`src/rtl/pvl_pkg.sv`:
```
// Shared constants for the vendor indicator and event register bank
package pvl_pkg;
  // Register indices on the management link
  localparam logic [4:0] PVL_IDX_LINK_HEALTH = 5'h13; // link_speed_health
  localparam logic [4:0] PVL_IDX_RXERR_TALLY = 5'h15; // receive_error_tally
  localparam logic [4:0] PVL_IDX_IND_SELECT  = 5'h16; // indicator_function_select
  localparam logic [4:0] PVL_IDX_IND_BEHAV   = 5'h17; // indicator_behaviour
  localparam logic [4:0] PVL_IDX_OUT_DRIVE   = 5'h19; // mgmt_output_drive
  localparam logic [4:0] PVL_IDX_IND_SCHEME  = 5'h1A; // indicator_scheme
  localparam logic [4:0] PVL_IDX_EVENT       = 5'h1B; // event_enable_and_flags
  localparam logic [4:0] PVL_IDX_CONTROL     = 5'h1F; // Control, polarity bit only

  // Field positions
  localparam int PVL_POS_LINK_100    = 0;
  localparam int PVL_POS_LINK_1000   = 1;
  localparam int PVL_POS_SEL_SECOND  = 4;  // 7:4
  localparam int PVL_POS_SEL_FIRST   = 0;  // 3:0
  localparam int PVL_POS_ACT_SELECT  = 14;
  localparam int PVL_POS_PULSE_EN    = 12;
  localparam int PVL_POS_RATE        = 10; // 11:10
  localparam int PVL_POS_STRETCH_EN  = 5;  // 6:5
  localparam int PVL_POS_COMB_DIS    = 0;  // 1:0
  localparam int PVL_POS_PUSH_PULL   = 1;
  localparam int PVL_POS_LEGACY      = 14;
  localparam int PVL_POS_EVENT_EN    = 8;  // 15:8
  localparam int PVL_POS_EVENT_FLAG  = 0;  // 7:0
  localparam int PVL_POS_IRQ_INVERT  = 14;

  // Reset values
  localparam logic [3:0]  PVL_RST_SEL_SECOND = 4'h2;
  localparam logic [3:0]  PVL_RST_SEL_FIRST  = 4'h1;
  localparam logic        PVL_RST_ACT_SELECT = 1'b0;
  localparam logic        PVL_RST_PULSE_EN   = 1'b1;
  localparam logic [1:0]  PVL_RST_RATE       = 2'h0;
  localparam logic [1:0]  PVL_RST_STRETCH_EN = 2'h0;
  localparam logic [1:0]  PVL_RST_COMB_DIS   = 2'h0;
  localparam logic        PVL_RST_PUSH_PULL  = 1'b0;
  localparam logic        PVL_RST_LEGACY     = 1'b1;
  localparam logic [7:0]  PVL_RST_EVENT_EN   = 8'h00;
  localparam logic [7:0]  PVL_RST_EVENT_FLAG = 8'h00;
  localparam logic        PVL_RST_IRQ_INVERT = 1'b0;
  localparam logic [15:0] PVL_RST_TALLY      = 16'h0000;
  localparam logic [15:0] PVL_TALLY_MAX      = 16'hFFFF;

  // Timing: one base tick is 25 ms; blink half-periods and stretches are tick multiples
  localparam int PVL_CLK_HZ      = 20_000_000;
  localparam int PVL_TICK_MS     = 25;
  localparam int PVL_TICK_CYCLES = PVL_CLK_HZ / 1000 * PVL_TICK_MS;
  localparam logic [4:0] PVL_STRETCH_TICKS_SLOW = 5'h10; // 400 ms at rate 00
endpackage

```
`src/rtl/pvl_ind_if.sv`:
```
// Indicator configuration carried from the register bank to the timing engine
`timescale 1ns/1ps
`default_nettype none
interface pvl_ind_if;
  logic       extended;   // Extended scheme active
  logic [1:0] rate;       // Blink / stretch rate code
  logic [1:0] stretch_en; // Per indicator: stretch when 1, blink when 0
  logic [1:0] comb_dis;   // Per indicator: no activity combination when 1
  logic       tick;       // 25 ms enable pulse from the divider

  // Register bank drives the settings
  modport bank (output extended, output rate, output stretch_en, output comb_dis,
                input tick);
  // Timing engine consumes them
  modport timing (input extended, input rate, input stretch_en, input comb_dis,
                  output tick);
endinterface
`default_nettype wire

```
`src/rtl/pvl_ind_timing.sv`:
```
// Blink and pulse-stretch engine for the two indicator outputs
`timescale 1ns/1ps
`default_nettype none
module pvl_ind_timing
  import pvl_pkg::*;
#(
  parameter int TICK_CYC = PVL_TICK_CYCLES
) (
  input  wire logic       core_clk,
  input  wire logic       nrst,
  input  wire logic [1:0] base_lvl,
  input  wire logic [1:0] act_evt,
  pvl_ind_if.timing       cfg,
  output logic [1:0]      ind_out
);
  logic [22:0] div_reg;   // Reference clock divider
  logic [3:0]  phase_reg; // Blink phase in ticks
  logic        blink_on;  // Current blink phase bit
  logic [4:0]  load_val;  // Stretch length in ticks for the rate

  // Divide the reference clock into a 25 ms tick
  always_ff @(posedge core_clk) begin
    if (!nrst) begin
      div_reg <= '0;
    end else if (div_reg == 23'(TICK_CYC - 1)) begin
      div_reg <= '0;
    end else begin
      div_reg <= div_reg + 23'd1;
    end
  end
  assign cfg.tick = (div_reg == 23'(TICK_CYC - 1));

  // Blink phase: half period is 8, 4, 2 or 1 ticks
  always_ff @(posedge core_clk) begin
    if (!nrst) begin
      phase_reg <= '0;
    end else if (cfg.tick) begin
      phase_reg <= phase_reg + 4'd1;
    end
  end
  assign blink_on = phase_reg[2'd3 - cfg.rate];
  assign load_val = PVL_STRETCH_TICKS_SLOW >> cfg.rate;

  // One stretch counter and output stage per indicator
  genvar i;
  generate
    for (i = 0; i < 2; i++) begin : g_ind
      logic [4:0] str_reg; // Remaining stretch ticks
      logic       act_vis; // Activity as shown
      logic       stretch;
      assign stretch = cfg.extended & cfg.stretch_en[i];
      always_ff @(posedge core_clk) begin
        if (!nrst) begin
          str_reg <= '0;
        end else if (act_evt[i]) begin
          str_reg <= load_val;
        end else if (cfg.tick && str_reg != 5'd0) begin
          str_reg <= str_reg - 5'd1;
        end
      end
      assign act_vis = stretch ? (str_reg != 5'd0) : (act_evt[i] & blink_on);
      // Combined: base light goes dark while activity is shown
      always_ff @(posedge core_clk) begin
        if (!nrst) begin
          ind_out[i] <= 1'b0;
        end else if (cfg.extended && cfg.comb_dis[i]) begin
          ind_out[i] <= base_lvl[i];
        end else begin
          ind_out[i] <= base_lvl[i] & ~act_vis;
        end
      end
    end
  endgenerate
endmodule
`default_nettype wire

```
`src/rtl/pvl_regs.sv`:
```
// Vendor register bank: link health, error tally, indicators, drive, events
// How it works
// Read-only gigabit and 100M link-good bits
// Saturating receive error tally, cleared on read
// Second indicator function field, bits 7:4
// First indicator function field, bits 3:0
// Select and behaviour only act in extended scheme
// Bit 14 picks legacy (1) or extended scheme
// Controller should keep writing legacy bit as 1
// Rate code sets blink and stretch timing
// Stretch enable per indicator, else blink
// Combination disable gives link-only / duplex-only
// Activity select and pulsing enable stored bits
// Drive bit picks open-drain or push-pull
// Eight event enables in bits 15:8
// Eight event flags in bits 7:0, read-clear
// Control bit 14 inverts interrupt level
// Flags always record; enabled flags drive interrupt
// Timing derived by dividing the reference clock
`timescale 1ns/1ps
`default_nettype none
module pvl_regs
  import pvl_pkg::*;
#(
  parameter int TICK_CYC = PVL_TICK_CYCLES
) (
  input  wire logic        core_clk,
  input  wire logic        nrst,
  // Register port from the management frame engine
  input  wire logic [4:0]  reg_addr,
  input  wire logic        reg_wr,
  input  wire logic        reg_rd,
  input  wire logic [15:0] reg_wdata,
  output logic [15:0]      reg_rdata,
  // Status from the transceiver core
  input  wire logic        link_1000_ok,
  input  wire logic        link_100_ok,
  input  wire logic        rx_err_evt,
  input  wire logic [7:0]  event_in,
  input  wire logic        link_lvl,
  input  wire logic        activity_evt,
  input  wire logic        duplex_lvl,
  input  wire logic        collision_evt,
  // Management data output pin
  input  wire logic        mdio_tx_bit,
  input  wire logic        mdio_tx_active,
  output logic             mdio_out,
  output logic             mdio_oe,
  // Indicator pins and function codes for the function decoder
  output logic             first_indicator,
  output logic             second_indicator,
  output logic [3:0]       first_indicator_func,
  output logic [3:0]       second_indicator_func,
  output logic             legacy_indicator_scheme,
  output logic             act_out_select,
  output logic             pulsing_enable,
  // Interrupt pin level
  output logic             irq_pin
);
  // Stored control fields
  logic [3:0]  sel_second_reg;  // Second indicator function
  logic [3:0]  sel_first_reg;   // First indicator function
  logic        act_sel_reg;     // Activity output select
  logic        pulse_en_reg;    // Pulsing enable
  logic [1:0]  rate_reg;        // Blink / stretch rate
  logic [1:0]  stretch_en_reg;  // Stretch enables
  logic [1:0]  comb_dis_reg;    // Combination disables
  logic        push_pull_reg;   // Drive type
  logic        legacy_reg;      // Legacy scheme select
  logic [7:0]  event_en_reg;    // Event enables
  logic [7:0]  event_flag_reg;  // Event flags
  logic        irq_inv_reg;     // Interrupt polarity invert
  logic [15:0] tally_reg;       // Receive error tally
  logic [15:0] tally_next;
  logic [7:0]  flag_next;
  logic [15:0] rdata_next;
  logic        irq_pending;
  logic [1:0]  ind_pins;

  pvl_ind_if ind_cfg ();

  // Single write strobe decode, used by several processes
  function automatic logic wr_hit(input logic [4:0] idx);
    wr_hit = reg_wr && (reg_addr == idx);
  endfunction

  // Single read strobe decode for read-clear effects
  function automatic logic rd_hit(input logic [4:0] idx);
    rd_hit = reg_rd && (reg_addr == idx);
  endfunction

  // Indicator function select fields
  always_ff @(posedge core_clk) begin
    if (!nrst) begin
      sel_second_reg <= PVL_RST_SEL_SECOND;
      sel_first_reg  <= PVL_RST_SEL_FIRST;
    end else if (wr_hit(PVL_IDX_IND_SELECT)) begin
      sel_second_reg <= reg_wdata[PVL_POS_SEL_SECOND +: 4];
      sel_first_reg  <= reg_wdata[PVL_POS_SEL_FIRST +: 4];
    end
  end

  // Indicator behaviour fields
  always_ff @(posedge core_clk) begin
    if (!nrst) begin
      act_sel_reg    <= PVL_RST_ACT_SELECT;
      pulse_en_reg   <= PVL_RST_PULSE_EN;
      rate_reg       <= PVL_RST_RATE;
      stretch_en_reg <= PVL_RST_STRETCH_EN;
      comb_dis_reg   <= PVL_RST_COMB_DIS;
    end else if (wr_hit(PVL_IDX_IND_BEHAV)) begin
      act_sel_reg    <= reg_wdata[PVL_POS_ACT_SELECT];
      pulse_en_reg   <= reg_wdata[PVL_POS_PULSE_EN];
      rate_reg       <= reg_wdata[PVL_POS_RATE +: 2];
      stretch_en_reg <= reg_wdata[PVL_POS_STRETCH_EN +: 2];
      comb_dis_reg   <= reg_wdata[PVL_POS_COMB_DIS +: 2];
    end
  end

  // Output drive type
  always_ff @(posedge core_clk) begin
    if (!nrst) begin
      push_pull_reg <= PVL_RST_PUSH_PULL;
    end else if (wr_hit(PVL_IDX_OUT_DRIVE)) begin
      push_pull_reg <= reg_wdata[PVL_POS_PUSH_PULL];
    end
  end

  // Indicator scheme; software is expected to keep this at 1
  always_ff @(posedge core_clk) begin
    if (!nrst) begin
      legacy_reg <= PVL_RST_LEGACY;
    end else if (wr_hit(PVL_IDX_IND_SCHEME)) begin
      legacy_reg <= reg_wdata[PVL_POS_LEGACY];
    end
  end

  // Event enables
  always_ff @(posedge core_clk) begin
    if (!nrst) begin
      event_en_reg <= PVL_RST_EVENT_EN;
    end else if (wr_hit(PVL_IDX_EVENT)) begin
      event_en_reg <= reg_wdata[PVL_POS_EVENT_EN +: 8];
    end
  end

  // Interrupt polarity
  always_ff @(posedge core_clk) begin
    if (!nrst) begin
      irq_inv_reg <= PVL_RST_IRQ_INVERT;
    end else if (wr_hit(PVL_IDX_CONTROL)) begin
      irq_inv_reg <= reg_wdata[PVL_POS_IRQ_INVERT];
    end
  end

  // Flag update: a read clears, but an event in the same cycle survives
  always_comb begin
    flag_next = event_flag_reg;
    if (rd_hit(PVL_IDX_EVENT)) begin
      flag_next = 8'h00;
    end
    flag_next = flag_next | event_in;
  end

  // Event flags, recorded regardless of enable
  always_ff @(posedge core_clk) begin
    if (!nrst) begin
      event_flag_reg <= PVL_RST_EVENT_FLAG;
    end else begin
      event_flag_reg <= flag_next;
    end
  end

  // Tally update: read clears; an error in the read cycle counts as one
  always_comb begin
    tally_next = tally_reg;
    if (rd_hit(PVL_IDX_RXERR_TALLY)) begin
      tally_next = rx_err_evt ? 16'h0001 : PVL_RST_TALLY;
    end else if (rx_err_evt && tally_reg != PVL_TALLY_MAX) begin
      tally_next = tally_reg + 16'h0001;
    end
  end

  // Receive error tally
  always_ff @(posedge core_clk) begin
    if (!nrst) begin
      tally_reg <= PVL_RST_TALLY;
    end else begin
      tally_reg <= tally_next;
    end
  end

  // Read data mux; unmapped indices and reserved bits read zero
  always_comb begin
    rdata_next = 16'h0000;
    unique case (reg_addr)
      PVL_IDX_LINK_HEALTH: begin
        rdata_next[PVL_POS_LINK_1000] = link_1000_ok;
        rdata_next[PVL_POS_LINK_100]  = link_100_ok;
      end
      PVL_IDX_RXERR_TALLY: begin
        rdata_next = tally_reg;
      end
      PVL_IDX_IND_SELECT: begin
        rdata_next[PVL_POS_SEL_SECOND +: 4] = sel_second_reg;
        rdata_next[PVL_POS_SEL_FIRST +: 4]  = sel_first_reg;
      end
      PVL_IDX_IND_BEHAV: begin
        rdata_next[PVL_POS_ACT_SELECT]      = act_sel_reg;
        rdata_next[PVL_POS_PULSE_EN]        = pulse_en_reg;
        rdata_next[PVL_POS_RATE +: 2]       = rate_reg;
        rdata_next[PVL_POS_STRETCH_EN +: 2] = stretch_en_reg;
        rdata_next[PVL_POS_COMB_DIS +: 2]   = comb_dis_reg;
      end
      PVL_IDX_OUT_DRIVE: begin
        rdata_next[PVL_POS_PUSH_PULL] = push_pull_reg;
      end
      PVL_IDX_IND_SCHEME: begin
        rdata_next[PVL_POS_LEGACY] = legacy_reg;
      end
      PVL_IDX_EVENT: begin
        rdata_next[PVL_POS_EVENT_EN +: 8]   = event_en_reg;
        rdata_next[PVL_POS_EVENT_FLAG +: 8] = event_flag_reg;
      end
      PVL_IDX_CONTROL: begin
        rdata_next[PVL_POS_IRQ_INVERT] = irq_inv_reg;
      end
      default: begin
        rdata_next = 16'h0000;
      end
    endcase
  end

  // Read data is captured on the read strobe and held until the next read
  always_ff @(posedge core_clk) begin
    if (!nrst) begin
      reg_rdata <= 16'h0000;
    end else if (reg_rd) begin
      reg_rdata <= rdata_next;
    end
  end

  // Interrupt: any enabled flag pending; idle level is high unless inverted
  assign irq_pending = |(event_flag_reg & event_en_reg);
  always_ff @(posedge core_clk) begin
    if (!nrst) begin
      irq_pin <= 1'b1;
    end else begin
      irq_pin <= irq_inv_reg ? irq_pending : ~irq_pending;
    end
  end

  // Management data output: open-drain only pulls low, push-pull drives both
  always_ff @(posedge core_clk) begin
    if (!nrst) begin
      mdio_out <= 1'b0;
      mdio_oe  <= 1'b0;
    end else if (push_pull_reg) begin
      mdio_out <= mdio_tx_bit;
      mdio_oe  <= mdio_tx_active;
    end else begin
      mdio_out <= 1'b0;
      mdio_oe  <= mdio_tx_active & ~mdio_tx_bit;
    end
  end

  // Rate reaches the timing engine only in the extended scheme; stretch and combination enables pass always and are gated there
  assign ind_cfg.extended   = ~legacy_reg;
  assign ind_cfg.rate       = legacy_reg ? PVL_RST_RATE : rate_reg;
  assign ind_cfg.stretch_en = stretch_en_reg;
  assign ind_cfg.comb_dis   = comb_dis_reg;

  // Blink / stretch engine; first shows link, second shows duplex
  pvl_ind_timing #(
    .TICK_CYC (TICK_CYC)
  ) u_timing (
    .core_clk (core_clk),
    .nrst     (nrst),
    .base_lvl ({duplex_lvl, link_lvl}),
    .act_evt  ({collision_evt, activity_evt}),
    .cfg      (ind_cfg),
    .ind_out  (ind_pins)
  );

  assign first_indicator  = ind_pins[0];
  assign second_indicator = ind_pins[1];

  // Function codes go to the decoder only in the extended scheme
  always_ff @(posedge core_clk) begin
    if (!nrst) begin
      first_indicator_func  <= PVL_RST_SEL_FIRST;
      second_indicator_func <= PVL_RST_SEL_SECOND;
    end else if (!legacy_reg) begin
      first_indicator_func  <= sel_first_reg;
      second_indicator_func <= sel_second_reg;
    end else begin
      first_indicator_func  <= PVL_RST_SEL_FIRST;
      second_indicator_func <= PVL_RST_SEL_SECOND;
    end
  end

  // Scheme and behaviour bits exported for the pin logic
  assign legacy_indicator_scheme = legacy_reg;
  assign act_out_select          = act_sel_reg & ~legacy_reg;
  assign pulsing_enable          = pulse_en_reg & ~legacy_reg;
endmodule
`default_nettype wire

```
`config.mk`:
```
export PLATFORM = sky130hd
export DESIGN_NAME = pvl_regs
export DESIGN_NICKNAME = d
export VERILOG_FILES = /design/src/rtl/pvl_pkg.sv /design/src/rtl/pvl_ind_if.sv /design/src/rtl/pvl_ind_timing.sv /design/src/rtl/pvl_regs.sv
export SDC_FILE = /design/constraint.sdc
export NUM_CORES = 1
export LEC_CHECK = 0
export BUFFER_PORTS_ARGS = -buffer_cell sky130_fd_sc_hd__buf_2
export CAP_MARGIN = 10
export CORE_ASPECT_RATIO = 0.7
export CORE_MARGIN = 10
export CORE_UTILIZATION = 56
export DETAILED_ROUTE_END_ITERATION = 12
export HOLD_SLACK_MARGIN = 0.02
export PLACE_DENSITY = 0.78
export SLEW_MARGIN = 20
export SYNTH_ARGS = -nofsm -noshare
export SYNTH_HDL_FRONTEND = slang
export SYNTH_HIERARCHICAL = 1
export SYNTH_SLANG_ARGS = --single-unit
```
`constraint.sdc`:
```
create_clock -name core_clk -period 2.9 [get_ports core_clk]
set_input_delay 0.58 -clock core_clk [delete_from_list [all_inputs] [get_ports core_clk]]
set_output_delay 0.58 -clock core_clk [all_outputs]
set_load 0.02 [all_outputs]
```
# After elaboration in Yosys (flattened, before gate mapping)
# Index checks and enable logic that the tools add are counted.
# totals
out_inout_bits	32
mem_count	0
input_bits	42
mem_bits_rw	0
rom_bits	0
regBits	117
elab_cells	109
latch_bits	0
# op_classes
n_addsub	6
mux	27
n_mul	0
bitwise_logic	17
shift	1
order_cmp	1
reduce_logical	22
div_mod_pow	0
eq_ne	10
# op_table
operator	count
$eq 5x5->1 const B	8
$mux 16	2
$add 23x1->23 const B	1
$eq 23x19->1 const B	1
$mux 5	4
$pmux 3 s3	2
$add 16x1->16 const B	1
$ne 16x16->1 const B	1
$logic_and 1x1->1	13
$pmux 1 s5	2
$reduce_bool 5->1	2
$sub 5x1->5 const B	2
$and 1x1->1	9
$and 8x8->8	1
$mux 1	8
$mux 8	1
$or 8x8->8	1
$pmux 2 s4	1
$reduce_or 8->1	1
$not 1->1	6
$pmux 1 s6	1
$reduce_bool 2->1	3
$shr 5x2->5 const A	1
$add 4x1->4 const B	1
9 further kinds	11

# Logic depth before layout (Yosys ltp)
# depth
depth_word	9
mapped_depth	8
depth_no_buf	7

# Cells and area by module
# The synthesis kept the hierarchy.
# by_module_without_submodules
module	seq_area_each_um2	n_inst	area_per_inst_um2	cells_each
pvl_regs	1561.5	1	3413.3	380
pvl_ind_timing	780.7	1	1990.7	226

# Worst setup path before layout
# Ideal clock, no wire load.
# synth_path
path_kind	input to register
from	input reg_addr[2]
to	register reg_rdata[11]
setup_slack_ns	0.961
path_stages	8
setup_ns	0.124
t_required_ns	2.776
arrival_ns	1.815
path_buffers	4
cell_sequence	buf_2 and3b_1 clkbuf_1 and2_0 buf_2 buf_2 a221oi_1 o21ai_0
# synth_via
elab_chain_cells	2
elab_cells_between_ends	4
classes_between	3 x eq/ne; 1 x mux
# synth_lines
element	line	text
start, declared	pvl_regs.sv:30	input wire logic [4:0] reg_addr,
$eq 5x5->1	pvl_regs.sv:196	unique case (reg_addr)
$pmux 3 s3 *	pvl_regs.sv:196	
end signal, assigned	pvl_regs.sv:239	reg_rdata <= rdata_next;
end, declared	pvl_regs.sv:34	output logic [15:0] reg_rdata,
# Mark *: on every way between the ends. The rest lies on a longest branch, timed or not.
# A chain may end at the register's enable or synchronous reset.

# Worst setup path in the final report
# layout_path
from	register u_timing.div_reg[0]
to	register u_timing.div_reg[16]
# layout_via
elab_chain_cells	2
elab_cells_between_ends	3
classes_between	1 x add/sub; 1 x eq/ne; 1 x reduce/logical
# layout_lines
element	line	text
start, declared	pvl_ind_timing.sv:16	logic [22:0] div_reg;
start signal, assigned	pvl_ind_timing.sv:28	div_reg <= div_reg + 23'd1;
parallel branches: the longest is 2 deep, another holds $add 23x1->23	n/a	
# Several ways; the timed one is not identified.

==> run summary <==
Status - complete, no violations
Final setup TNS - 0 ps
Rel. slew slack - 0.5747
Max Freq - 442.9 MHz
Dominant synthesized flop cell - dfxtp_1
Worst VDD drop - 0.5668 mV
Wire length per cell - 18.04 um
LEAKAGE - 2.563 nW
Hold buffers post-CTS - 0
Largest net degree at the start of global routing - 37
GP Congestion - 0.8884
TritonCTS Buffers - 17
CTS tree - done
Die Width - 137.4 um
Cell Rows - 29
Post-synth EDFFs - 0
Via-to-Cell Ratio - 6.010
Syn Nets - 653
Die height - 102.2 um
Pre-antenna DRT Iters - 8
Initial detailed-routing violation count - 464
Yosys reg bits - 117
Worst-path clk slew - 50 ps
Commonest non-fill, non-tap cells in the layout - dfxtp_1 (117), buf_2 (73), nor2_1 (64)
Seq/Total Area, Yosys - 0.4334
Post-CTS sizing - 0
Mapped Area - 5404 um^2
Period minus WS final - 2258 ps
Via Count - 4844
Clock Latency Late Sink - 410 ps
Core Area - 9216 um^2
Total power - 4.024 mW
Drt total wl - 14.54 mm
Antenna-violating nets left - 0
H-tree depth - 4
CP Capture Type - flop
Layout cells sized above 1 - 0.1906
P&R area growth vs syn - 18.45%
Grt total ovfl - 0
Full die area - 14040 um^2
GRT Total Usage - 0.2117
Layout fillers - 724
Startpoint Class - flop
Final worst-path cycle share - 0.7786
Yosys cell types - 70
PortBufs - 73
Vias in the first global route - 4594
Arrival @ worst endpoint - 2520 ps
Clock sinks - 117
Setup CP Type - flop to flop
Clock root buffer master - clkbuf_16
Async SR Flop Fraction - 0
First-pass GRT wire length - 23.47 mm
Post-CTS Setup Inserts - 0
Tightest Hold Check Type - input port to flop
CP required - 3170 ps
Drc violations - 0
Synth warn - 6
Max-slew violation count - 0
Largest register FFs - 23
# setup viols final - 0
Initial Util - 0.5863
Initial antenna violation count - 0
Maximum buffer depth of the clock tree - 2
Synthesized area per cell - 8.917 um^2
Layout Skew - 8.114 ps
ANT cells - 0
Commonest non-fill, non-tap cell in the layout - dfxtp_1
RSZ-0062 raised after global routing - false
IO Pins - 74
Gate Count Post-Synth - 606
Post-DP HPWL - 10.60 mm
Crit-path max FO - 20
Nets@finish - 716
Hold Fails Final Rpt - 0
Worst slew pin tran - 636.5 ps
Max-cap viol count - 0
PD cells - 628.7 nW/um^2
metal layers:
layer  GRT usage  routed length (um)
met4     0.06785                 217
met2      0.2993                5980
met3     0.07843                1563
met5           0                   0
met1      0.2911                6783
synthesized netlist by cell type, drive strengths merged (5+ instances only):
cell type / n / share of area
or3: 10 / 0.012
o211ai: 5 / 0.0069
clkbuf: 18 / 0.013
ha: 5 / 0.012
nand4: 18 / 0.024
xor2: 18 / 0.029
o21ai: 30 / 0.028
nor2b: 10 / 0.012
nor2: 64 / 0.044
a221oi: 8 / 0.013
nor4: 5 / 0.0097
a31oi: 5 / 0.0058
a22oi: 5 / 0.0069
nor3: 15 / 0.016
xnor2: 11 / 0.018
nand3: 31 / 0.031
nand2: 57 / 0.040
and3: 15 / 0.017
buf: 17 / 0.020
nand2b: 6 / 0.0069
dfxtp: 117 / 0.43
mux2i: 29 / 0.054
a21oi: 31 / 0.029
inv: 12 / 0.0083
power breakdown:
group / switching (mW) / internal, mW / leakage [nW]
Combinational: 0.139 / 0.0867 / 1.32
Clock: 0.712 / 1.41 / 0.293
Sequential: 0.0334 / 1.64 / 0.950
Total: 0.884 / 3.14 / 2.56
per-stage QoR:
| stage | util | std cells | hold WS, ps | setup slack [ps] | area (um^2) |
|---|---|---|---|---|---|
| 2_1_floorplan | - | 606 | 436.1 | 960.7 | 5404 |
| 3_3_place_gp | 0.6291 | 774 | 443.8 | 706.9 | 5798 |
| 3_5_place_dp | 0.6291 | 774 | 450.7 | 650.2 | 5798 |
| 4_1_cts | 0.6945 | 806 | 336.6 | 656.0 | 6401 |
| 5_1_grt | 0.6945 | 806 | 354.7 | 508.0 | 6401 |
| 6_report | 0.6945 | 806 | 351.2 | 642.1 | 6401 |
critical path, stage by stage (launching register included):
cell,delay [ps]
dfxtp_1,400
ha_1,250
and4_4,280
nand4_4,160
or2_1,380
nand2_1,530
nor2_1,120
final timing paths:
path                       startpoint                   end  slack [ps]  depth (start not counted)
hold reg to reg          reg_rdata[4]          reg_rdata[4]         460                          2
setup / recovery  u_timing/div_reg[0]  u_timing/div_reg[16]         640                          6
setup reg to reg  u_timing/div_reg[0]  u_timing/div_reg[16]         640                          6
hold / removal            mdio_tx_bit               mdio_oe         350                          2
area by class of cell:
type	instances	area, um^2	area share
clock buffers	23	478.0	0.07467
clock inverters	9	125.1	0.01955
inverters	12	45.04	0.007037
multi-input cells	442	2845	0.4445
flip-flops and latches	117	2342	0.3659
well taps	124	155.1	0.02424
repair buffers	79	410.4	0.06411
logic make-up after synthesis:
logic type / count (synthesis) / synth area share
xor+xnor: 29 / 0.04700
mux: 31 / 0.05997
flops: 117 / 0.4334
buf+inv: 47 / 0.04098
compound gates: 117 / 0.1459
simple gates: 260 / 0.2612
fa+ha+maj: 5 / 0.01158
(Power assumes the default switching activity.)
